### src/pie_params.svh
`ifndef PIE_PARAMS_SVH
`define PIE_PARAMS_SVH

// ----------------------------------------
// register indices on the port
// ----------------------------------------
`define IDX_CORE_CTRL 4'h0
`define IDX_ENABLE_1 4'h1
`define IDX_ENABLE_2 4'h2
`define IDX_ENABLE_3 4'h3
`define IDX_FLAGS_1 4'h4
`define IDX_EVT_STATUS 4'h5
`define IDX_EVT_MASK 4'h6

// ----------------------------------------
// field positions
// ----------------------------------------
`define BIT_GLOBAL_EN 7
`define BIT_PERIPH_EN 6
`define BIT_T1_GATE 7
`define BIT_CONVERTER 6
`define BIT_SERIAL_RX 5
`define BIT_SERIAL_TX 4
`define BIT_SYNC_PORT 3
`define BIT_CAPTURE1 2
`define BIT_T2_MATCH 1
`define BIT_T1_OVF 0
`define BIT_OSC_FAIL 7
`define BIT_COMP_B 6
`define BIT_COMP_A 5
`define BIT_EEPROM 4
`define BIT_BUS_COLL 3
`define BIT_CAPTURE2 0
`define BIT_CAPTURE4 5
`define BIT_CAPTURE3 4
`define BIT_T6_MATCH 3
`define BIT_T4_MATCH 1
`define BIT_EVT_PERIPH 0
`define BIT_EVT_CPU 1

// ----------------------------------------
// implemented masks and reset values
// ----------------------------------------
`define MASK_CORE_CTRL 8'hC0
`define MASK_ENABLE_1 8'hFF
`define MASK_ENABLE_2 8'hF9
`define MASK_ENABLE_3 8'h3A
`define MASK_FLAGS_1_RW 8'hCF
`define MASK_EVT 8'h03
`define RESET_BYTE 8'h00

`endif

### src/pie_pkg.sv
package pie_pkg;

    typedef logic [7:0] byte_type;

    typedef logic [3:0] index_type;

endpackage : pie_pkg

### src/pie_bank.sv
// What this block does
// - no peripheral request without peripheral-level enable
// - flags set regardless of any enable
// - enable bit passes or blocks its request
// - first enable register bit layout
// - bit1 timer2 match, bit0 timer1 overflow
// - second enable register bit layout
// - third enable register bit layout
// - unimplemented bits read zero, ignore writes
// - first flag register mirrors enable order
// - serial flags read-only, others writable
// - all bits zero after any reset
// - global enable passes or blocks the cpu request only
`include "pie_params.svh"

module pie_bank (
    // clock and reset
    input wire logic sys_clk,
    input wire logic arst_n,
    // register port
    input wire logic [3:0] addr,
    input wire logic [7:0] wdata,
    input wire logic wr,
    input wire logic rd,
    output logic [7:0] rdata,
    // first group event pulses
    input wire logic t1_gate_acq_set,
    input wire logic converter_done_set,
    input wire logic sync_port_set,
    input wire logic capture_unit1_set,
    input wire logic t2_match_set,
    input wire logic t1_overflow_set,
    // serial levels
    input wire logic serial_rx_pending,
    input wire logic serial_tx_pending,
    // second and third group flags
    input wire logic [7:0] flags_2_pending,
    input wire logic [7:0] flags_3_pending,
    // requests to the cpu
    output logic periph_request,
    output logic cpu_irq_request,
    // event interrupt
    output logic sys_irq
);

    // ----------------------------------------
    // shared helper
    // ----------------------------------------
    function automatic logic gated_any(
        input pie_pkg::byte_type flags,
        input pie_pkg::byte_type enables
    );
        gated_any = |(flags & enables);
    endfunction : gated_any

    // ----------------------------------------
    // address decode
    // ----------------------------------------
    pie_pkg::index_type idx;
    logic sel_ctrl;
    logic sel_en1;
    logic sel_en2;
    logic sel_en3;
    logic sel_flg1;
    logic sel_stat;
    logic sel_mask;
    logic wr_ctrl;
    logic wr_en1;
    logic wr_en2;
    logic wr_en3;
    logic wr_flg1;
    logic wr_stat;
    logic wr_mask;

    assign idx = addr;
    assign sel_ctrl = (idx == `IDX_CORE_CTRL);
    assign sel_en1 = (idx == `IDX_ENABLE_1);
    assign sel_en2 = (idx == `IDX_ENABLE_2);
    assign sel_en3 = (idx == `IDX_ENABLE_3);
    assign sel_flg1 = (idx == `IDX_FLAGS_1);
    assign sel_stat = (idx == `IDX_EVT_STATUS);
    assign sel_mask = (idx == `IDX_EVT_MASK);
    assign wr_ctrl = wr & sel_ctrl;
    assign wr_en1 = wr & sel_en1;
    assign wr_en2 = wr & sel_en2;
    assign wr_en3 = wr & sel_en3;
    assign wr_flg1 = wr & sel_flg1;
    assign wr_stat = wr & sel_stat;
    assign wr_mask = wr & sel_mask;

    // ----------------------------------------
    // core control and enable registers
    // ----------------------------------------
    pie_pkg::byte_type core_irq_control;
    pie_pkg::byte_type peripheral_irq_enable_1;
    pie_pkg::byte_type peripheral_irq_enable_2;
    pie_pkg::byte_type peripheral_irq_enable_3;

    pie_enable_reg #(
        .WIDTH(8),
        .IMPL(`MASK_CORE_CTRL)
    ) u_core_ctrl (
        .sys_clk(sys_clk),
        .arst_n(arst_n),
        .wr_en(wr_ctrl),
        .wdata(wdata),
        .q(core_irq_control)
    );

    pie_enable_reg #(
        .WIDTH(8),
        .IMPL(`MASK_ENABLE_1)
    ) u_enable_1 (
        .sys_clk(sys_clk),
        .arst_n(arst_n),
        .wr_en(wr_en1),
        .wdata(wdata),
        .q(peripheral_irq_enable_1)
    );

    pie_enable_reg #(
        .WIDTH(8),
        .IMPL(`MASK_ENABLE_2)
    ) u_enable_2 (
        .sys_clk(sys_clk),
        .arst_n(arst_n),
        .wr_en(wr_en2),
        .wdata(wdata),
        .q(peripheral_irq_enable_2)
    );

    pie_enable_reg #(
        .WIDTH(8),
        .IMPL(`MASK_ENABLE_3)
    ) u_enable_3 (
        .sys_clk(sys_clk),
        .arst_n(arst_n),
        .wr_en(wr_en3),
        .wdata(wdata),
        .q(peripheral_irq_enable_3)
    );

    // ----------------------------------------
    // named enable fields
    // ----------------------------------------
    logic global_irq_enable;
    logic peripheral_level_enable;
    logic t1_gate_acq_enable;
    logic converter_done_enable;
    logic serial_rx_enable;
    logic serial_tx_enable;
    logic sync_port_enable;
    logic capture_unit1_enable;
    logic t2_match_enable;
    logic t1_overflow_enable;
    logic osc_fail_enable;
    logic comparator_b_enable;
    logic comparator_a_enable;
    logic eeprom_write_done_enable;
    logic bus_collision_enable;
    logic capture_unit2_enable;
    logic capture_unit4_enable;
    logic capture_unit3_enable;
    logic t6_match_enable;
    logic t4_match_enable;

    assign global_irq_enable = core_irq_control[`BIT_GLOBAL_EN];
    assign peripheral_level_enable = core_irq_control[`BIT_PERIPH_EN];
    assign t1_gate_acq_enable = peripheral_irq_enable_1[`BIT_T1_GATE];
    assign converter_done_enable = peripheral_irq_enable_1[`BIT_CONVERTER];
    assign serial_rx_enable = peripheral_irq_enable_1[`BIT_SERIAL_RX];
    assign serial_tx_enable = peripheral_irq_enable_1[`BIT_SERIAL_TX];
    assign sync_port_enable = peripheral_irq_enable_1[`BIT_SYNC_PORT];
    assign capture_unit1_enable = peripheral_irq_enable_1[`BIT_CAPTURE1];
    assign t2_match_enable = peripheral_irq_enable_1[`BIT_T2_MATCH];
    assign t1_overflow_enable = peripheral_irq_enable_1[`BIT_T1_OVF];
    assign osc_fail_enable = peripheral_irq_enable_2[`BIT_OSC_FAIL];
    assign comparator_b_enable = peripheral_irq_enable_2[`BIT_COMP_B];
    assign comparator_a_enable = peripheral_irq_enable_2[`BIT_COMP_A];
    assign eeprom_write_done_enable = peripheral_irq_enable_2[`BIT_EEPROM];
    assign bus_collision_enable = peripheral_irq_enable_2[`BIT_BUS_COLL];
    assign capture_unit2_enable = peripheral_irq_enable_2[`BIT_CAPTURE2];
    assign capture_unit4_enable = peripheral_irq_enable_3[`BIT_CAPTURE4];
    assign capture_unit3_enable = peripheral_irq_enable_3[`BIT_CAPTURE3];
    assign t6_match_enable = peripheral_irq_enable_3[`BIT_T6_MATCH];
    assign t4_match_enable = peripheral_irq_enable_3[`BIT_T4_MATCH];

    // ----------------------------------------
    // first flag register
    // ----------------------------------------
    pie_pkg::byte_type flag_set;
    pie_pkg::byte_type flag_level;
    pie_pkg::byte_type peripheral_irq_flags_1;

    assign flag_set = {t1_gate_acq_set, converter_done_set,
                       1'b0, 1'b0, sync_port_set, capture_unit1_set,
                       t2_match_set, t1_overflow_set};
    assign flag_level = {2'b00, serial_rx_pending, serial_tx_pending,
                         4'h0};

    pie_flag_bank #(
        .WIDTH(8),
        .RW_MASK(`MASK_FLAGS_1_RW)
    ) u_flags_1 (
        .sys_clk(sys_clk),
        .arst_n(arst_n),
        .set(flag_set),
        .level(flag_level),
        .wr_en(wr_flg1),
        .wdata(wdata),
        .q(peripheral_irq_flags_1)
    );

    logic t1_gate_acq_flag;
    logic converter_done_flag;
    logic serial_rx_flag;
    logic serial_tx_flag;
    logic sync_port_flag;
    logic capture_unit1_flag;
    logic t2_match_flag;
    logic t1_overflow_flag;

    assign t1_gate_acq_flag = peripheral_irq_flags_1[`BIT_T1_GATE];
    assign converter_done_flag = peripheral_irq_flags_1[`BIT_CONVERTER];
    assign serial_rx_flag = peripheral_irq_flags_1[`BIT_SERIAL_RX];
    assign serial_tx_flag = peripheral_irq_flags_1[`BIT_SERIAL_TX];
    assign sync_port_flag = peripheral_irq_flags_1[`BIT_SYNC_PORT];
    assign capture_unit1_flag = peripheral_irq_flags_1[`BIT_CAPTURE1];
    assign t2_match_flag = peripheral_irq_flags_1[`BIT_T2_MATCH];
    assign t1_overflow_flag = peripheral_irq_flags_1[`BIT_T1_OVF];

    // ----------------------------------------
    // request combination
    // ----------------------------------------
    pie_pkg::byte_type flags_1_view;
    pie_pkg::byte_type en_1_view;
    pie_pkg::byte_type en_2_view;
    pie_pkg::byte_type en_3_view;
    logic any_group_1;
    logic any_group_2;
    logic any_group_3;
    logic any_request;
    logic periph_nxt;
    logic cpu_nxt;

    assign flags_1_view = {t1_gate_acq_flag, converter_done_flag,
                           serial_rx_flag, serial_tx_flag,
                           sync_port_flag, capture_unit1_flag,
                           t2_match_flag, t1_overflow_flag};
    assign en_1_view = {t1_gate_acq_enable, converter_done_enable,
                        serial_rx_enable, serial_tx_enable,
                        sync_port_enable, capture_unit1_enable,
                        t2_match_enable, t1_overflow_enable};
    assign en_2_view = {osc_fail_enable, comparator_b_enable, comparator_a_enable,
                        eeprom_write_done_enable, bus_collision_enable, 2'b00,
                        capture_unit2_enable};
    assign en_3_view = {2'b00, capture_unit4_enable, capture_unit3_enable,
                        t6_match_enable, 1'b0, t4_match_enable, 1'b0};
    // each enable gates its own flag
    assign any_group_1 = gated_any(flags_1_view, en_1_view);
    assign any_group_2 = gated_any(flags_2_pending, en_2_view);
    assign any_group_3 = gated_any(flags_3_pending, en_3_view);
    assign any_request = any_group_1 | any_group_2 | any_group_3;
    assign periph_nxt = any_request & peripheral_level_enable;
    assign cpu_nxt = periph_nxt & global_irq_enable;

    logic periph_r;
    logic cpu_r;

    always_ff @(posedge sys_clk or negedge arst_n) begin
        if (!arst_n) begin
            periph_r <= 1'b0;
            cpu_r <= 1'b0;
        end else begin
            periph_r <= periph_nxt;
            cpu_r <= cpu_nxt;
        end
    end

    assign periph_request = periph_r;
    assign cpu_irq_request = cpu_r;

    // ----------------------------------------
    // event status and mask
    // ----------------------------------------
    pie_pkg::byte_type evt_pulse;
    pie_pkg::byte_type evt_status_r;
    pie_pkg::byte_type evt_status_nxt;
    pie_pkg::byte_type evt_mask_r;
    pie_pkg::byte_type evt_mask_nxt;
    pie_pkg::byte_type evt_clear;
    logic sys_irq_r;
    logic sys_irq_nxt;

    // rising edges of the two requests
    assign evt_pulse = {6'h00, cpu_nxt & ~cpu_r, periph_nxt & ~periph_r};
    assign evt_clear = wr_stat ? wdata : 8'h00;
    // a new event wins over a clear
    assign evt_status_nxt = `MASK_EVT &
                            (evt_pulse | (evt_status_r & ~evt_clear));
    assign evt_mask_nxt = wr_mask ? (wdata & `MASK_EVT) : evt_mask_r;
    assign sys_irq_nxt = |(evt_status_nxt & evt_mask_nxt);

    always_ff @(posedge sys_clk or negedge arst_n) begin
        if (!arst_n) begin
            evt_status_r <= `RESET_BYTE;
            evt_mask_r <= `RESET_BYTE;
            sys_irq_r <= 1'b0;
        end else begin
            evt_status_r <= evt_status_nxt;
            evt_mask_r <= evt_mask_nxt;
            sys_irq_r <= sys_irq_nxt;
        end
    end

    assign sys_irq = sys_irq_r;

    // ----------------------------------------
    // read back
    // ----------------------------------------
    pie_pkg::byte_type rd_mux;
    pie_pkg::byte_type rdata_r;
    pie_pkg::byte_type rdata_nxt;

    // holes read zero, unmapped reads zero
    assign rd_mux = sel_ctrl ? core_irq_control :
                    sel_en1 ? peripheral_irq_enable_1 :
                    sel_en2 ? peripheral_irq_enable_2 :
                    sel_en3 ? peripheral_irq_enable_3 :
                    sel_flg1 ? peripheral_irq_flags_1 :
                    sel_stat ? evt_status_r :
                    sel_mask ? evt_mask_r :
                    8'h00;
    // data stand only in the cycle after the strobe
    assign rdata_nxt = rd ? rd_mux : 8'h00;

    always_ff @(posedge sys_clk or negedge arst_n) begin
        if (!arst_n) begin
            rdata_r <= `RESET_BYTE;
        end else begin
            rdata_r <= rdata_nxt;
        end
    end

    assign rdata = rdata_r;

endmodule : pie_bank

### src/pie_enable_reg.sv
`include "pie_params.svh"

module pie_enable_reg #(
    parameter int WIDTH = 8,
    parameter logic [WIDTH-1:0] IMPL = '1
) (
    // clock and reset
    input wire logic sys_clk,
    input wire logic arst_n,
    // write port
    input wire logic wr_en,
    input wire logic [WIDTH-1:0] wdata,
    // stored value
    output logic [WIDTH-1:0] q
);

    logic [WIDTH-1:0] q_r;
    logic [WIDTH-1:0] q_nxt;

    // unimplemented bits drop writes
    assign q_nxt = wr_en ? (wdata & IMPL) : q_r;
    assign q = q_r;

    always_ff @(posedge sys_clk or negedge arst_n) begin
        if (!arst_n) begin
            q_r <= '0;
        end else begin
            q_r <= q_nxt;
        end
    end

endmodule : pie_enable_reg

### src/pie_flag_bank.sv
`include "pie_params.svh"

module pie_flag_bank #(
    parameter int WIDTH = 8,
    parameter logic [WIDTH-1:0] RW_MASK = '1
) (
    // clock and reset
    input wire logic sys_clk,
    input wire logic arst_n,
    // sources
    input wire logic [WIDTH-1:0] set,
    input wire logic [WIDTH-1:0] level,
    // write port
    input wire logic wr_en,
    input wire logic [WIDTH-1:0] wdata,
    // stored flags
    output logic [WIDTH-1:0] q
);

    logic [WIDTH-1:0] q_r;
    logic [WIDTH-1:0] held;
    logic [WIDTH-1:0] q_nxt;

    // software may write only the writable bits
    assign held = wr_en ? wdata : q_r;
    // set wins over a clearing write
    assign q_nxt = (RW_MASK & (set | held)) | (~RW_MASK & level);
    assign q = q_r;

    always_ff @(posedge sys_clk or negedge arst_n) begin
        if (!arst_n) begin
            q_r <= '0;
        end else begin
            q_r <= q_nxt;
        end
    end

endmodule : pie_flag_bank

### config.mk
export PLATFORM = sky130hd
export DESIGN_NAME = pie_bank
export DESIGN_NICKNAME = d
export VERILOG_FILES = /design/src/pie_pkg.sv /design/src/pie_bank.sv /design/src/pie_enable_reg.sv /design/src/pie_flag_bank.sv
export VERILOG_INCLUDE_DIRS = /design/src
export SDC_FILE = /design/constraint.sdc
export NUM_CORES = 1
export LEC_CHECK = 0
export BUFFER_PORTS_ARGS = -buffer_cell sky130_fd_sc_hd__buf_2
export CELL_PAD_IN_SITES_DETAIL_PLACEMENT = 1
export CELL_PAD_IN_SITES_GLOBAL_PLACEMENT = 1
export CORE_ASPECT_RATIO = 1.1
export CORE_UTILIZATION = 46
export CTS_BUF_LIST = sky130_fd_sc_hd__clkbuf_2 sky130_fd_sc_hd__clkbuf_4 sky130_fd_sc_hd__clkbuf_8
export DETAILED_ROUTE_END_ITERATION = 12
export MAX_ROUTING_LAYER = met4
export PLACE_DENSITY_LB_ADDON = 0.1
export RECOVER_POWER = 50
export SLEW_MARGIN = 20
export SYNTH_ARGS = -nofsm -noshare
export SYNTH_HDL_FRONTEND = slang
export SYNTH_SLANG_ARGS = --single-unit
### constraint.sdc
create_clock -name sys_clk -period 3.6 [get_ports sys_clk]
set_clock_uncertainty 0.15 [all_clocks]
set_input_delay 0.54 -clock sys_clk [delete_from_list [all_inputs] [get_ports sys_clk]]
set_output_delay 0.54 -clock sys_clk [all_outputs]
set_load 0.02 [all_outputs]
==> results of run 1 <==
## Yosys cell counts (all sizes together)
master   count
a211o        6
buf          6
a22oi       13
or3          1
a22o         3
o41ai        1
o21ai        6
o31ai        1
a2bb2oi      2
inv          8
a221oi       2
nor2b        6
mux2        23
mux2i        5
a21oi        5
nor2        19
nand3        2
nand2       10
nand4b       1
dfrtp       43
and4b        1
nor3b        1
a2111oi      2
## cell families (layout without fill, tap and decap cells)
family	after synthesis	in the layout	share of synthesized area, %
flops	43	43	53.18
compound gates	41	41	16.26
simple gates	41	41	11.01
mux	28	28	15.83
buf+inv	14	58	3.710
## sequential cells by signal (all words and copies together), names as in the netlist
signal	cells
u_enable_2.q	6
u_enable_3.q	4
u_enable_1.q	8
evt_mask_r	2
cpu_irq_request	1
periph_request	1
u_flags_1.q	8
u_core_ctrl.q	2
evt_status_r	2
sys_irq	1
rdata	8
## metal layers
metal / up-vias / global-route usage [%]
li1: 698 / -
met1: 756 / 32.15
met2: 37 / 40.32
met3: 6 / 4.777
met4: 0 / 7.246
met5: - / -
## stage by stage
stage          setup WS (ns)  utilization [%]  power [mW]
3_3_place_gp           1.000            55.42      0.8650
6_report               1.225            57.17       1.154
4_1_cts                1.274            57.29       1.167
2_1_floorplan          1.744                -      0.7841
3_5_place_dp          0.9519            55.42      0.8826
5_1_grt               0.7907            57.17       1.213
## where the power goes
group	total (mW)	leakage [nW]	internal [mW]	switching [mW]
Clock	0.284	0.0406	0.137	0.147
Sequential	0.624	0.512	0.561	0.0635
Combinational	0.246	0.540	0.120	0.125
## final timing paths
kind,startpoint,endpoint,slack (ns),depth (start not counted)
max,arst_n,u_enable_1.q[5],1.22,1
min,serial_rx_pending,u_flags_1.q[5],0.20,1
max reg2reg,u_enable_1.q[3],sys_irq,1.69,5
min reg2reg,periph_request,evt_status_r[0],0.34,1
max in group sys_clk,addr[2],u_flags_1.q[0],1.26,4
min in group asynchronous,arst_n,rdata[1],0.77,1
## layout make-up
type | count | area share (%)
flip-flops and latches | 43 | 46.09
well taps | 52 | 2.787
clock buffers | 6 | 3.269
multi-input cells | 110 | 37.35
inverters | 8 | 1.286
repair buffers | 44 | 9.218
==> impl_metrics.yaml, run 1 <==
outcome:
  status: "finished, violations left"
  violations: "max-capacitance violations, max-slew violations"
setup_path:
  crit_path_end_kind: "async pin"
  worstPathRequired_ns: 3.38
  cp_max_fo: 43
  path_cells: "clkbuf_1"
  path_buf_inv: 1
  slowest_stage: "clkbuf_1"
  cp-start-kind: "input port"
  critical_path_class: "input port to async pin"
  critPathTopFamily: "buffers and inverters"
  arrival_ns: 2.16
  max_stage_delay_ns: 1.59
finish:
  final_cell_area_um2: 2335
  antenna_cells: 0
  drive_gt1_share_pct: 36.97
  fill_cells: 460
  final_cell_mix: "43 x dfrtp_1, 40 x buf_2, 19 x mux2_2"
  register_area_um2: 1076
  final_cells: 263
  multi_input_area_um2: 872.1
  layout_commonest_cell: "dfrtp_1"
  nets: 252
  syn_to_final_growth_pct: 15.40
clock_network:
  cts_tree: "yes"
  cts.sinks: 43
  cts_buffers: 5
  cts_hold_buf: 0
  clk_latency_ns: 0.29
  postCtsSetupRepairBufs: 0
  cts_root_buf: "clkbuf_8"
  path_clk_slew_ns: 0.07
  cts_resized: 0
  htree_levels: 2
  cts_buffer_depth: 2
global_route:
  antenna_found_initial: 0
  grt_pass1_wl_um: 8314
  grt_pass1_vias: 1599
  grt_max_degree: 44
  grt.total_usage_pct: 25.07
  overflow: 0
pwr:
  p_leak_nw: 1.093
  ir_drop_mv: 0.2283
  power_density_nw_per_um2: 494.2
hold_path:
  hold_path_class: "input port to flip-flop"
floorplan:
  die_h_um: 71.56
  initial_core_util_pct: 49.54
  core_area_um2: 4084
  die_x_um: 65.23
  dieArea_um2: 4668
  ios: 51
  std_cell_rows: 24
timing:
  period_share_pct: 65.99
  fin_crit_ns: 2.375
  maxSlewHeadroom_pct: -51.93
  drv_slew: 44
  fmax_mhz: 421.0
  fin_tns_setup_ns: 0
  worstMarginPinSlew_ns: 2.279
  timing.final.hold_violations: 0
  rsz0062_at_grt: "false"
  setup_viol: 0
  whs_ns: 0.2038
placed_design:
  dpl_cell_area_um2: 2263
  place_inst: 257
  gp_congestion: 0.8689
  port_buffers: 44
  dp_hpwl_um: 3727
logic_synthesis:
  ys_ff_latch: 43
  netlist.area_leader.share_pct: 53.18
  yosysSeqAreaShare_pct: 53.18
  synth_top_area_cell: "dfrtp_1"
  synthTopCellsByArea: "dfrtp_1 53%, mux2_2 11%, a22oi_1 4.1%"
  synth.avg_cell_area_um2: 12.11
  yosys_warnings: 0
  postSynthCellCount: 167
  syn_area_um2: 2023
  ys_types: 32
  syn-num-nets: 207
detailed_routing:
  drt.antenna.violating_nets: 0
  routed.top_layer: "met4"
  vias_per_cell: 5.692
  first_pass_iters: 4
  wl_per_cell_um: 18.69
  wl_um: 4916
  routed-wl-met2_um: 2438
  drc_errors: 0
  vias: 1497
  dr_wl_met3_um: 187
  drtIter0Drc: 86
  wl_met1_um: 2217
run:
  drv_cap: 1
No activity file was read; power rests on OpenSTA's default activity.
==> inputs of run 2 (changes only) <==
- CORE_UTILIZATION: 46 -> 43
- clock period: 3.6 -> 2.3 ns (I/O delays scaled with it)
==> run 2 against run 1 <==
  * The flow now finishes without violations
  * Power increased by 61%
  * Critical path depth increased by 4
  * Clock-buffer cell count increased by 1
  * Register-to-register slack got worse by 1.3 ns
  * Non-clock buffer count increased by 9
  * Global-route usage decreased by 0.13 points
  * Largest power group unchanged
  * Core utilization decreased by 2.4 points
  * Largest cell class unchanged
  * Cell count increased by 4.9%
  * First-iteration DRC count increased by 4.7%
  * Final area increased by 3.4%
==> impl_metrics.yaml, run 2 (synthesis gave the netlist of run 1 again) <==
outcome:
  status: "completed"
pwr:
  clock_power_share_pct: 26.0
  p_seq_share_pct: 52.6
  p_leak_nw: 1.136
  power_switching_mw: 0.5465
  ir_drop_mv: 0.4020
  combPwrFrac_pct: 21.3
  power_mw: 1.857
  power_density_nw_per_um2: 769.1
  internal-power_mw: 1.311
  switching_share_pct: 29.42
setup_path:
  slowest_stage: "o41ai_4"
  critical_path_class: "flip-flop to flip-flop"
  worstPathRequired_ns: 2.34
  max_stage_delay_ns: 0.45
  path_cells: "a22oi_1, nand2_1, o41ai_4, o31ai_1, a22o_1"
  crit_path_end_kind: "flip-flop"
  arrival_ns: 1.96
  reg2reg_slack_ns: 0.37
  critPathTopFamily: "compound AO/OA/AOI/OAI gates"
  cp-start-kind: "flip-flop"
  path_buf_inv: 0
  cp_max_fo: 4
run:
  drv_cap: 0
clock_network:
  cts_buffers: 5
  clk_latency_ns: 0.29
  cts.sinks: 43
  cts_resized: 0
  cts_hold_buf: 2
  cts_root_buf: "clkbuf_8"
  htree_levels: 2
  cts_buffer_depth: 2
  cts_tree: "yes"
  path_clk_slew_ns: 0.08
  postCtsSetupRepairBufs: 0
detailed_routing:
  first_pass_iters: 4
  drc_errors: 0
  routed-wl-met2_um: 2578
  wl_um: 5151
  vias: 1542
  routed.top_layer: "met4"
  drtIter0Drc: 90
  vias_per_cell: 5.587
  drt.antenna.violating_nets: 0
  wl_per_cell_um: 18.66
  dr_wl_met3_um: 281
  wl_met1_um: 2200
global_route:
  grt_max_degree: 22
  grt_pass1_vias: 1712
  grt.total_usage_pct: 24.94
  antenna_found_initial: 0
  grt_pass1_wl_um: 8673
  overflow: 0
timing:
  setup_viol: 0
  period_share_pct: 83.74
  worstMarginPinSlew_ns: 1.166
  maxSlewHeadroom_pct: 22.24
  fin_crit_ns: 1.926
  rsz0062_at_grt: "false"
  drv_slew: 0
  setup_ws_ns: 0.3740
  fmax_mhz: 519.2
  fin_tns_setup_ns: 0
  timing.final.hold_violations: 0
finish:
  syn_to_final_growth_pct: 19.36
  antenna_cells: 0
  final_cell_area_um2: 2415
  drive_gt1_share_pct: 38.29
  final_cell_mix: "43 x dfrtp_1, 40 x buf_2, 19 x mux2_2"
  layout_commonest_cell: "dfrtp_1"
  nets: 261
  fill_cells: 498
floorplan:
  ios: 51
  core_area_um2: 4410
  initial_core_util_pct: 45.87
  dieArea_um2: 4984
  die_h_um: 73.94
  std_cell_rows: 25
  die_x_um: 67.40
placed_design:
  dp_hpwl_um: 4101
  port_buffers: 44
  dpl_cell_area_um2: 2318
  gp_congestion: 0.8731
  dp_slack_ns: 0.3572
hold_path:
  hold_path_class: "input port to flip-flop"
[run 2: routing by layer]
metal	GRT usage, %	up-vias
met1	30.36	771
li1	-	714
met5	-	-
met4	8.274	0
met2	41.11	47
met3	5.061	10
[run 2: cell type report]
cell class	instances	area, um2	share of cell area, %
flip-flops and latches	43	1076	44.56
multi-input cells	110	872.1	36.11
repair buffers	53	280.3	11.61
clock buffers	7	83.83	3.471
well taps	54	67.56	2.798
inverters	8	30.03	1.244
clock inverters	1	5.005	0.2073
[run 2: power groups by stage]
stage          combinational, mW  sequential (mW)  clock [mW]
6_report                   0.396            0.978       0.484
5_1_grt                    0.438            0.995       0.527
4_1_cts                    0.407            0.977       0.495
3_5_place_dp               0.403            0.992           0
3_3_place_gp               0.381            0.984           0
2_1_floorplan              0.245            0.982           0
[run 2: path summary, 6_finish.rpt]
check / from / end / depth (start not counted)
max in group asynchronous: arst_n / u_enable_1.q[4] / 3
hold reg to reg: periph_request / evt_status_r[0] / 1
setup / recovery: u_flags_1.q[7] / sys_irq / 5
setup reg to reg: u_flags_1.q[7] / sys_irq / 5
hold / removal: serial_tx_pending / u_flags_1.q[4] / 1
min in group asynchronous: arst_n / u_flags_1.q[1] / 2
[run 2: per-stage QoR]
step	utilization, %	hold slack [ns]	std cells
floorplan	-	-0.1006	167
global placement	52.57	0.005051	266
detailed placement	52.57	0.01357	266
CTS	55.04	0.002992	276
global route	54.75	0.001619	276
finish	54.75	0.008604	276
